$ cat config.mk
export PLATFORM = sky130hd
export DESIGN_NAME = mpll_top
export DESIGN_NICKNAME = d
export VERILOG_FILES = /design/src/design/mpll_pkg.sv /design/src/design/mpll_nco_if.sv /design/src/design/mpll_sync.sv /design/src/design/mpll_nco.sv /design/src/design/mpll_top.sv
export VERILOG_INCLUDE_DIRS = /design/src /design/src/design
export SDC_FILE = /design/constraint.sdc
export NUM_CORES = 1
export LEC_CHECK = 0
export ABC_AREA = 1
export BUFFER_PORTS_ARGS = -buffer_cell sky130_fd_sc_hd__buf_4
export CORE_UTILIZATION = 55
export CTS_BUF_LIST = sky130_fd_sc_hd__clkbuf_8
export CTS_CLUSTER_DIAMETER = 30
export DETAILED_ROUTE_END_ITERATION = 10
export PLACE_DENSITY = 0.69
export SYNTH_ARGS = -nofsm -noshare
export SYNTH_HDL_FRONTEND = slang
export SYNTH_SLANG_ARGS = --single-unit
$ cat constraint.sdc
create_clock -name clock -period 9.4 [get_ports clock]
set_clock_uncertainty 0.2 [all_clocks]
set_input_delay 1.88 -clock clock [delete_from_list [all_inputs] [get_ports clock]]
set_output_delay 1.88 -clock clock [all_outputs]
set_load 0.005 [all_outputs]
$ cat src/design/mpll_cfg.svh
`ifndef MPLL_CFG_SVH
`define MPLL_CFG_SVH

`define MPLL_INT_W 7
`define MPLL_FRAC_W 2
`define MPLL_MULT_W 9
`define MPLL_DIV_W 6
`define MPLL_SYNC_W 4
`define MPLL_IN_REF 0
`define MPLL_IN_AUX 1
`define MPLL_IN_FAST 2
`define MPLL_IN_SLOW 3
`define MPLL_PER_W 16
`define MPLL_PER_MAX 16'hffff
`define MPLL_ACC_W 19
`define MPLL_CLK_NS 10
`define MPLL_SETTLE_NS 20000
`define MPLL_SETTLE_CYC ((`MPLL_SETTLE_NS + `MPLL_CLK_NS - 1) / `MPLL_CLK_NS)
`define MPLL_CNT_W 12
`define MPLL_MCD_W 4
`define MPLL_MCD_LIMIT 4'h8
`define MPLL_PLL_MIN_MHZ 150
`define MPLL_PLL_MAX_MHZ 300

`endif

$ cat src/design/mpll_pkg.sv
package mpll_pkg;

  typedef enum logic [1:0] {
    mpll_st_bypass = 2'b00,
    mpll_st_settle = 2'b01,
    mpll_st_locked = 2'b10
  } mpll_state_t;

endpackage : mpll_pkg

$ cat src/design/mpll_nco_if.sv
`timescale 1ns/1ps
`include "mpll_cfg.svh"

interface mpll_nco_if;
  logic ref_tick;
  logic [`MPLL_MULT_W-1:0] mult;
  logic pll_tick;

  modport core
  (
    input ref_tick,
    input mult,
    output pll_tick
  );

  modport ctrl
  (
    output ref_tick,
    output mult,
    input pll_tick
  );
endinterface : mpll_nco_if

$ cat src/design/mpll_sync.sv
`timescale 1ns/1ps
`include "mpll_cfg.svh"

module mpll_sync
(
  input wire logic clock,
  input wire logic rst,
  input wire logic [`MPLL_SYNC_W-1:0] d_async,
  output logic [`MPLL_SYNC_W-1:0] q
);
  logic [`MPLL_SYNC_W-1:0] meta_q;

  // The first stage feeds only the second stage.
  genvar i;
  generate
    for (i = 0; i < `MPLL_SYNC_W; i++)
    begin : g_bit
      always_ff @(posedge clock or posedge rst)
      begin
        if (rst)
        begin
          meta_q[i] <= 1'b0;
          q[i] <= 1'b0;
        end
        else
        begin
          meta_q[i] <= d_async[i];
          q[i] <= meta_q[i];
        end
      end
    end
  endgenerate
endmodule : mpll_sync

$ cat src/design/mpll_nco.sv
`timescale 1ns/1ps
`include "mpll_cfg.svh"

module mpll_nco
(
  input wire logic clock,
  input wire logic rst,
  mpll_nco_if.core nco
);
  logic [`MPLL_PER_W-1:0] per_cnt_q;
  logic [`MPLL_PER_W-1:0] period_q;
  logic [`MPLL_ACC_W-1:0] acc_q;
  logic [`MPLL_ACC_W-1:0] acc_sum;
  logic [`MPLL_ACC_W-1:0] acc_left;
  logic [`MPLL_ACC_W-1:0] acc_d;
  logic [`MPLL_ACC_W-1:0] limit;
  logic wrap;
  logic tick_q;

  // Multiplier is held in quarters, so the reference period is scaled by four.
  assign limit = {1'b0, period_q, 2'b00};
  assign acc_sum = acc_q + {{(`MPLL_ACC_W-`MPLL_MULT_W){1'b0}}, nco.mult};
  assign wrap = (period_q != '0) && (acc_sum >= limit);
  assign nco.pll_tick = tick_q;
  assign acc_left = acc_sum - limit;
  // Clamping keeps a multiplier above the cap from running the accumulator into overflow.
  assign acc_d = (period_q == '0) ? '0
    : (!wrap ? acc_sum : ((acc_left >= limit) ? limit : acc_left));

  always_ff @(posedge clock or posedge rst)
  begin
    if (rst)
    begin
      per_cnt_q <= '0;
      period_q <= '0;
    end
    else if (nco.ref_tick)
    begin
      per_cnt_q <= '0;
      period_q <= per_cnt_q + 16'h0001;
    end
    else if (per_cnt_q != `MPLL_PER_MAX)
    begin
      per_cnt_q <= per_cnt_q + 16'h0001;
    end
  end

  // Output rate is mult/4 times the reference rate, capped at one tick per clock.
  always_ff @(posedge clock or posedge rst)
  begin
    if (rst)
    begin
      acc_q <= '0;
      tick_q <= 1'b0;
    end
    else
    begin
      acc_q <= acc_d;
      tick_q <= wrap;
    end
  end

  property p_nco_period;
    @(posedge clock) disable iff (rst)
    nco.ref_tick |=> (per_cnt_q == '0) && (period_q == $past(per_cnt_q) + 16'h0001);
  endproperty
  a_nco_period: assert property (p_nco_period) else $error("reference period not captured");

  property p_nco_idle;
    @(posedge clock) disable iff (rst)
    (nco.mult == '0) && (acc_q == '0) |=> !tick_q;
  endproperty
  a_nco_idle: assert property (p_nco_idle) else $error("tick without multiplier");
endmodule : mpll_nco

$ cat src/design/mpll_top.sv
`timescale 1ns/1ps
`include "mpll_cfg.svh"

// Behaviour
// Internal oscillator clocks feed low-power use only; the fast one also drives missing-clock detection.
// Fast internal clock drives missing-clock detection.
// Auxiliary input goes only to USB PLL, CAN.
// PLL reference comes from primary clock pin.
// PLL multiplies by integer plus fractional factor.
// Software keeps PLL output within 150-300 MHz.
// PLL output halved before the source mux.
// Mux picks halved PLL or raw reference.
// Integer multiplier zero selects bypass mode.
// Mux output divided by system divider select.
// Seven-bit integer field, code n multiplies n.
// Stay on bypass until PLL settles after change.
module mpll_top
(
  input wire logic clock,
  input wire logic rst,
  input wire logic primary_clk_pin,
  input wire logic aux_clk_input,
  input wire logic internal_fast_osc_clk,
  input wire logic internal_slow_osc_clk,
  input wire logic [`MPLL_INT_W-1:0] main_pll_int_mult,
  input wire logic [`MPLL_FRAC_W-1:0] main_pll_frac_mult,
  input wire logic [`MPLL_DIV_W-1:0] sys_div_select,
  output logic divided_sys_clk,
  output logic osc_ref_clk,
  output logic pll_locked,
  output logic missing_clk,
  output logic lp_fast_clk,
  output logic lp_slow_clk,
  output logic usb_pll_ref_clk,
  output logic can_clk
);
  logic [`MPLL_SYNC_W-1:0] pins_s;
  logic ref_prev_q;
  logic fast_prev_q;
  logic ref_tick;
  logic fast_tick;
  logic [`MPLL_MULT_W-1:0] mult_now;
  logic [`MPLL_MULT_W-1:0] mult_q;
  logic mult_chg;
  mpll_pkg::mpll_state_t st_q;
  mpll_pkg::mpll_state_t st_d;
  logic [`MPLL_CNT_W-1:0] settle_q;
  logic [`MPLL_CNT_W-1:0] settle_d;
  logic use_pll;
  logic half_q;
  logic half_tick;
  logic mux_tick;
  logic [`MPLL_DIV_W-1:0] div_q;
  logic div_hit;
  logic sys_tick_q;
  logic [`MPLL_MCD_W-1:0] mcd_q;
  logic mcd_set;
  logic missing_q;
  logic lock_q;
  logic ref_q;
  logic lp_fast_q;
  logic lp_slow_q;
  logic usb_q;
  logic can_q;

  mpll_nco_if nco_bus ();

  function automatic logic mpll_is_bypass(input logic [`MPLL_INT_W-1:0] imult);
    mpll_is_bypass = (imult == '0);
  endfunction : mpll_is_bypass

  mpll_sync u_sync
  (
    .clock(clock),
    .rst(rst),
    .d_async({internal_slow_osc_clk, internal_fast_osc_clk, aux_clk_input, primary_clk_pin}),
    .q(pins_s)
  );

  mpll_nco u_nco
  (
    .clock(clock),
    .rst(rst),
    .nco(nco_bus.core)
  );

  // Edge detectors look at the second synchroniser stage only.
  assign ref_tick = pins_s[`MPLL_IN_REF] & ~ref_prev_q;
  assign fast_tick = pins_s[`MPLL_IN_FAST] & ~fast_prev_q;

  // The 7-bit integer code is used as the multiplier itself; the fraction is quarters.
  assign mult_now = {main_pll_int_mult, main_pll_frac_mult};
  assign mult_chg = (mult_now != mult_q);
  assign nco_bus.ref_tick = ref_tick;
  assign nco_bus.mult = mult_q;

  always_ff @(posedge clock or posedge rst)
  begin
    if (rst)
    begin
      ref_prev_q <= 1'b0;
      fast_prev_q <= 1'b0;
      mult_q <= '0;
    end
    else
    begin
      ref_prev_q <= pins_s[`MPLL_IN_REF];
      fast_prev_q <= pins_s[`MPLL_IN_FAST];
      mult_q <= mult_now;
    end
  end

  // Any change that leaves the integer code nonzero restarts the settle time, so a half-locked loop never reaches the divider.
  always_comb
  begin
    st_d = st_q;
    settle_d = settle_q;
    if (mpll_is_bypass(main_pll_int_mult))
    begin
      st_d = mpll_pkg::mpll_st_bypass;
      settle_d = '0;
    end
    else if (mult_chg)
    begin
      st_d = mpll_pkg::mpll_st_settle;
      settle_d = `MPLL_CNT_W'(`MPLL_SETTLE_CYC - 1);
    end
    else
    begin
      unique case (st_q)
        mpll_pkg::mpll_st_bypass:
        begin
          st_d = mpll_pkg::mpll_st_bypass;
        end
        mpll_pkg::mpll_st_settle:
        begin
          if (settle_q == '0)
          begin
            st_d = mpll_pkg::mpll_st_locked;
          end
          else
          begin
            settle_d = settle_q - 12'h001;
          end
        end
        mpll_pkg::mpll_st_locked:
        begin
          st_d = mpll_pkg::mpll_st_locked;
        end
        default:
        begin
          st_d = mpll_pkg::mpll_st_bypass;
        end
      endcase
    end
  end

  always_ff @(posedge clock or posedge rst)
  begin
    if (rst)
    begin
      st_q <= mpll_pkg::mpll_st_bypass;
      settle_q <= '0;
      lock_q <= 1'b0;
    end
    else
    begin
      st_q <= st_d;
      settle_q <= settle_d;
      lock_q <= (st_d == mpll_pkg::mpll_st_locked);
    end
  end

  assign use_pll = (st_q == mpll_pkg::mpll_st_locked);
  assign half_tick = nco_bus.pll_tick & half_q;
  assign mux_tick = use_pll ? half_tick : ref_tick;
  // Comparing with >= keeps a lowered select from letting the count run past it.
  assign div_hit = mux_tick && (div_q >= sys_div_select);
  assign mcd_set = fast_tick && (mcd_q == `MPLL_MCD_LIMIT - 4'h1);

  always_ff @(posedge clock or posedge rst)
  begin
    if (rst)
    begin
      half_q <= 1'b0;
      div_q <= '0;
      sys_tick_q <= 1'b0;
    end
    else
    begin
      if (nco_bus.pll_tick)
      begin
        half_q <= ~half_q;
      end
      if (div_hit)
      begin
        div_q <= '0;
      end
      else if (mux_tick)
      begin
        div_q <= div_q + 6'h01;
      end
      sys_tick_q <= div_hit;
    end
  end

  // A reference edge clears the flag, but a detection in that cycle wins.
  always_ff @(posedge clock or posedge rst)
  begin
    if (rst)
    begin
      mcd_q <= '0;
      missing_q <= 1'b0;
    end
    else
    begin
      if (ref_tick)
      begin
        mcd_q <= '0;
      end
      else if (fast_tick && (mcd_q != `MPLL_MCD_LIMIT))
      begin
        mcd_q <= mcd_q + 4'h1;
      end
      missing_q <= mcd_set | (missing_q & ~ref_tick);
    end
  end

  // The internal and auxiliary clocks leave only on their dedicated outputs.
  always_ff @(posedge clock or posedge rst)
  begin
    if (rst)
    begin
      ref_q <= 1'b0;
      lp_fast_q <= 1'b0;
      lp_slow_q <= 1'b0;
      usb_q <= 1'b0;
      can_q <= 1'b0;
    end
    else
    begin
      ref_q <= pins_s[`MPLL_IN_REF];
      lp_fast_q <= pins_s[`MPLL_IN_FAST];
      lp_slow_q <= pins_s[`MPLL_IN_SLOW];
      usb_q <= pins_s[`MPLL_IN_AUX];
      can_q <= pins_s[`MPLL_IN_AUX];
    end
  end

  assign divided_sys_clk = sys_tick_q;
  assign osc_ref_clk = ref_q;
  assign pll_locked = lock_q;
  assign missing_clk = missing_q;
  assign lp_fast_clk = lp_fast_q;
  assign lp_slow_clk = lp_slow_q;
  assign usb_pll_ref_clk = usb_q;
  assign can_clk = can_q;

  property p_bypass_zero;
    @(posedge clock) disable iff (rst)
    mpll_is_bypass(main_pll_int_mult) |=> !pll_locked && (st_q == mpll_pkg::mpll_st_bypass);
  endproperty
  a_bypass_zero: assert property (p_bypass_zero) else $error("zero multiplier not bypassed");

  property p_mux_ref;
    @(posedge clock) disable iff (rst)
    !use_pll |-> (mux_tick == ref_tick);
  endproperty
  a_mux_ref: assert property (p_mux_ref) else $error("bypass mux not on reference");

  property p_mux_pll;
    @(posedge clock) disable iff (rst)
    use_pll && mux_tick |-> nco_bus.pll_tick && half_q;
  endproperty
  a_mux_pll: assert property (p_mux_pll) else $error("locked mux not on halved loop");

  property p_half;
    @(posedge clock) disable iff (rst)
    half_tick |=> !half_q && !half_tick;
  endproperty
  a_half: assert property (p_half) else $error("halver passed two loop ticks");

  property p_settle;
    @(posedge clock) disable iff (rst)
    mult_chg && !mpll_is_bypass(main_pll_int_mult)
      |=> (!use_pll && (mux_tick == ref_tick)) [*8];
  endproperty
  a_settle: assert property (p_settle) else $error("loop used before settling");

  property p_div;
    @(posedge clock) disable iff (rst)
    mux_tick && (div_q < sys_div_select) |=> !divided_sys_clk && (div_q == $past(div_q) + 6'h01);
  endproperty
  a_div: assert property (p_div) else $error("divider fired early");

  property p_div_hit;
    @(posedge clock) disable iff (rst)
    mux_tick && (div_q >= sys_div_select) |=> divided_sys_clk && (div_q == '0);
  endproperty
  a_div_hit: assert property (p_div_hit) else $error("divider missed terminal count");

  property p_mcd;
    @(posedge clock) disable iff (rst)
    mcd_set |=> missing_clk ##1 (missing_clk || $past(ref_tick));
  endproperty
  a_mcd: assert property (p_mcd) else $error("missing clock not flagged");

  property p_aux;
    @(posedge clock) disable iff (rst)
    ##1 (usb_pll_ref_clk == $past(pins_s[`MPLL_IN_AUX])) && (can_clk == usb_pll_ref_clk);
  endproperty
  a_aux: assert property (p_aux) else $error("auxiliary clock misrouted");

  property p_lp;
    @(posedge clock) disable iff (rst)
    ##1 (lp_fast_clk == $past(pins_s[`MPLL_IN_FAST]))
      && (lp_slow_clk == $past(pins_s[`MPLL_IN_SLOW]));
  endproperty
  a_lp: assert property (p_lp) else $error("low-power clock mismatch");
endmodule : mpll_top

==> results by stage <==
Outcome:
- The run finished with clean final reports.

Global route:
- Entering global routing, the biggest net connects 82 pins.
- The initial antenna violation count is 0.
- Global routing finished with a remaining overflow of 0.
- The number of global-route vias before repair is 5799.
- The wire length of the first global-routing pass is 26800 um.
- The total routing usage reported by global routing is 26.3%.

Synthesis:
- After synthesis, the most frequently instantiated cells are sky130_fd_sc_hd__nand2_1 (207), sky130_fd_sc_hd__inv_1 (144), sky130_fd_sc_hd__dfrtp_1 (101), sky130_fd_sc_hd__nand3_1 (69), sky130_fd_sc_hd__ha_1 (54).
- Counting flops with a built-in enable in the synthesized netlist gives 0.
- The number of warnings issued by yosys is 0.
- After synthesis the cells add up to 6890 sq um.
- The number of instances in the synthesized netlist is 883.
- In the post-synthesis netlist, the biggest area contributors are sky130_fd_sc_hd__dfrtp_1 (37%), sky130_fd_sc_hd__nand2_1 (11%), sky130_fd_sc_hd__ha_1 (9.8%).
- The most common cell in the synthesized netlist is sky130_fd_sc_hd__nand2_1.
- The proportion of netlist area held by the largest area contributor is 36.7%.
- The biggest area contributor in the post-synthesis netlist is sky130_fd_sc_hd__dfrtp_1.
- The netlist uses 50 different library cells.
- The synthesized netlist devotes 9.53% of its cell area to compound gates.
- The sequential element share of the synthesized area is 36.7%.
- The multiplexer share of the synthesized area is 0%.
- For this run, the leading register cell type out of synthesis is sky130_fd_sc_hd__dfrtp_1.
- The total of flip-flops plus latches after synthesis is 101.
- The synthesized-area fraction occupied by adder cells is 10.4%.
- The largest family of logic cells by synthesized area is simple AND/OR/NAND/NOR gates.
- The share of synthesized flip-flops with an asynchronous set or reset is 100%.
- The simple-gate share of the synthesized area is 28.0%.
- The xor-xnor portion of the synthesized cell area is 6.23%.
- In this run the mean area of a mapped cell was 7.80 sq um.
- The total nets after synthesis is 960.

Floorplan:
- The die covers 13000 sq um.
- The floorplan step set the die width to 114 um.
- The floorplan has 40 rows.
- 29 I/O pins were placed.
- After floorplanning, the core was sized to cover 12100 sq um.
- The initial utilization of the core area, before any placement, comes to 56.9%.
- The die is 114 um tall.

Clock network:
- The number of clock buffers added by TritonCTS is 9.
- The post-cts repair resize count is 0.
- The number of setup buffers added after CTS is 0.
- TritonCTS built the clock tree.
- In this run the clock root is driven by a sky130_fd_sc_hd__clkbuf_8.
- The count of H-tree levels built during CTS is 3.
- After clock tree synthesis, the flow added hold-fix buffers numbering 0.
- The clock reaches the later pin of the worst-skew pair after 0.38 ns.
- The clock net in this run drives a total of 101 sinks.
- Clock-pin slew was measured on the worst setup and hold paths at 0.10 ns.
- The largest buffer count on any clock path is 2.

STA:
- Of the available clock period, the critical path in the final layout requires 55.8%.
- The sum of negative setup slack is 0 ns.
- Headroom to the max-slew limit came out at 31.3%.
- The count of final max-slew check failures is 0.
- Subtracting the final worst setup slack from the clock period gives 5.25 ns.
- The number of failing hold endpoints at the final stage came to 0.
- Setup violations remaining at the end of the flow were counted as 0.
- Setup repair after global routing left no endpoint under its margin.
- The measured slew at the worst slew-check pin is 1.03 ns.
- Derived from the worst setup path, the maximum achievable clock frequency is 191 MHz.

Power and ir drop:
- The leakage power of the design is 3.97 nW.
- The power density of the placed cells is 335 nW/um^2.
- Power comes to 2.50 mW.
- The worst voltage drop across the vdd grid is 0.200 mV.

Cells and area:
- The share of cells above drive strength 1 is 11.1%.
- The final instance area is 7470 sq um.
- The number of antenna cells inserted is 0.
- Registers take 2530 sq um.
- The total number of nets in the final design is 990.
- The total of fill cells in the finished design is 1152.
- The area growth from synthesis to layout is 8.39%.
- The area of combinational cells with multiple inputs is 3740 sq um.

Placed design:
- Once placement finished, the instance area stood at 7250 sq um.
- Routability-driven placement finished with a final weighted congestion of 0.975.
- Buffers placed on the I/O ports in this run total 28.
- The wire-length estimate of the detail-placed layout is 12200 um.

Routing:
- The violation count after the first detailed-route iteration is 297.
- In this run the remaining antenna-violating nets after routing total 0.
- The average wire per standard cell is 14.4 um.
- Summed over all layers, the routed wires come to 15700 um.
- The detailed-route DRC error count is 0.
- The via count is 5789.
- The via-per-instance ratio is 5.33.
- The length of the first detailed-routing pass in iterations is 5.

Critical path:
- The startpoint type of the worst setup path is a flip-flop.
- The peak fanout along the critical path is 18.
- The delay of the slowest critical-path stage is 0.43 ns.
- The critical path class is flip-flop to flip-flop.
- The category of the worst setup path capture point is a flip-flop.
- For the worst setup path, the data required time is 9.46 ns.
- The most numerous cell type found on the critical path is sky130_fd_sc_hd__nand2_1.
- STA puts the critical path data arrival time at 5.31 ns.
- For flop-to-flop paths, the worst setup slack is 4.15 ns.
- On the critical path, the stage with the largest delay is an instance of sky130_fd_sc_hd__fa_1.

Hold path:
- The class of the worst hold path is flip-flop to flip-flop.

Job:
- The max-cap check violation count is 0.
[cells in the final DEF, fill, tap and decap left out, types with 10 or more instances in the layout]
cell | Yosys | layout
sky130_fd_sc_hd__xor2_1 | 35 | 35
sky130_fd_sc_hd__ha_1 | 54 | 54
sky130_fd_sc_hd__nand2_1 | 207 | 207
sky130_fd_sc_hd__nand4_1 | 11 | 11
sky130_fd_sc_hd__nand3_1 | 69 | 69
sky130_fd_sc_hd__dfrtp_1 | 101 | 101
sky130_fd_sc_hd__nand2_2 | 12 | 12
sky130_fd_sc_hd__nand3_2 | 14 | 14
sky130_fd_sc_hd__o21ai_0 | 53 | 53
sky130_fd_sc_hd__a21oi_1 | 41 | 41
sky130_fd_sc_hd__inv_1 | 144 | 146
sky130_fd_sc_hd__buf_4 | 1 | 30
sky130_fd_sc_hd__nor2_1 | 43 | 43
sky130_fd_sc_hd__xnor2_1 | 14 | 14
sky130_fd_sc_hd__clkbuf_8 | 0 | 10
[critical path: cells and delay by family (launching register included)]
| family | cells | cell delay, ns |
|---|---|---|
| buffers and inverters | 4 | 0.33 |
| adders and majority gates | 4 | 1.33 |
| xor gates and xnor gates | 1 | 0.20 |
| and+or+nand+nor | 18 | 2.03 |
| AOI/OAI and AO/OA | 4 | 0.64 |
| DFF | 1 | 0.38 |
[path summary, 6_finish.rpt]
| path | from | to | depth (start not counted) |
|---|---|---|---|
| worst max-delay path | mult_q[0] | u_nco.acc_q[5] | 31 |
| worst min-delay path | u_sync.q[1] | can_clk | 0 |
| worst max register to register | mult_q[0] | u_nco.acc_q[5] | 31 |
| worst min register to register | u_sync.q[1] | can_clk | 0 |
| max in group asynchronous | rst | u_nco.per_cnt_q[7] | 3 |
| min in group asynchronous | rst | div_q[2] | 2 |
[layout make-up]
type                            count  share of cell area [%]
Multi-Input combinational cell    625                    50.0
Sequential cell                   101                    33.8
Inverter                          146                    7.39
Timing Repair Buffer               30                    3.02
Tap cell                          168                    2.81
Clock buffer                       10                    1.84
Clock inverter                      6                    1.07
[layer usage]
layer  vias up  GRT usage, %  share of wire (%)
met5         -             0                  0
met4         0          11.4                3.3
met3        39          4.62                4.2
met2       141          44.4                 48
met1      2719          33.0                 45
li1       2890             -                  -
[state kept, by name (all words and copies together), names as in the netlist, 2 cells and up]
register and count:
st_q 2, u_nco.per_cnt_q 16, mcd_q 4, u_sync.meta_q 4, mult_q 9, settle_q 12, div_q 6, u_sync.q 4
u_nco.period_q 16, u_nco.acc_q 19
[stage by stage]
stage / cells / hold WS (ns) / util [%] / setup WS [ns]
after global placement: 1070 / 0.134 / 59.9 / 4.36
after global routing: 1086 / 0.163 / 61.7 / 3.77
after CTS: 1086 / 0.157 / 61.7 / 4.24
final: 1086 / 0.156 / 61.7 / 4.15
after detailed placement: 1070 / 0.138 / 59.9 / 4.28
after floorplan: 883 / 0.131 / - / 4.67
[cell families after synthesis]
logic type               count (synthesis)
AND/OR/NAND/NOR                        400
buffers and inverters                  157
AO/OA/AOI/OAI                          119
flip-flops                             101
adder cells (fa/ha/maj)                 56
XOR/XNOR                                49
other                                    1
[report_power, final]
group	switching, mW	leakage, nW	internal [mW]
logic	1.09	2.58	0.572
registers	0.0394	1.27	0.500
clock network	0.150	0.120	0.155
No activity file was read; power rests on OpenSTA's default activity.
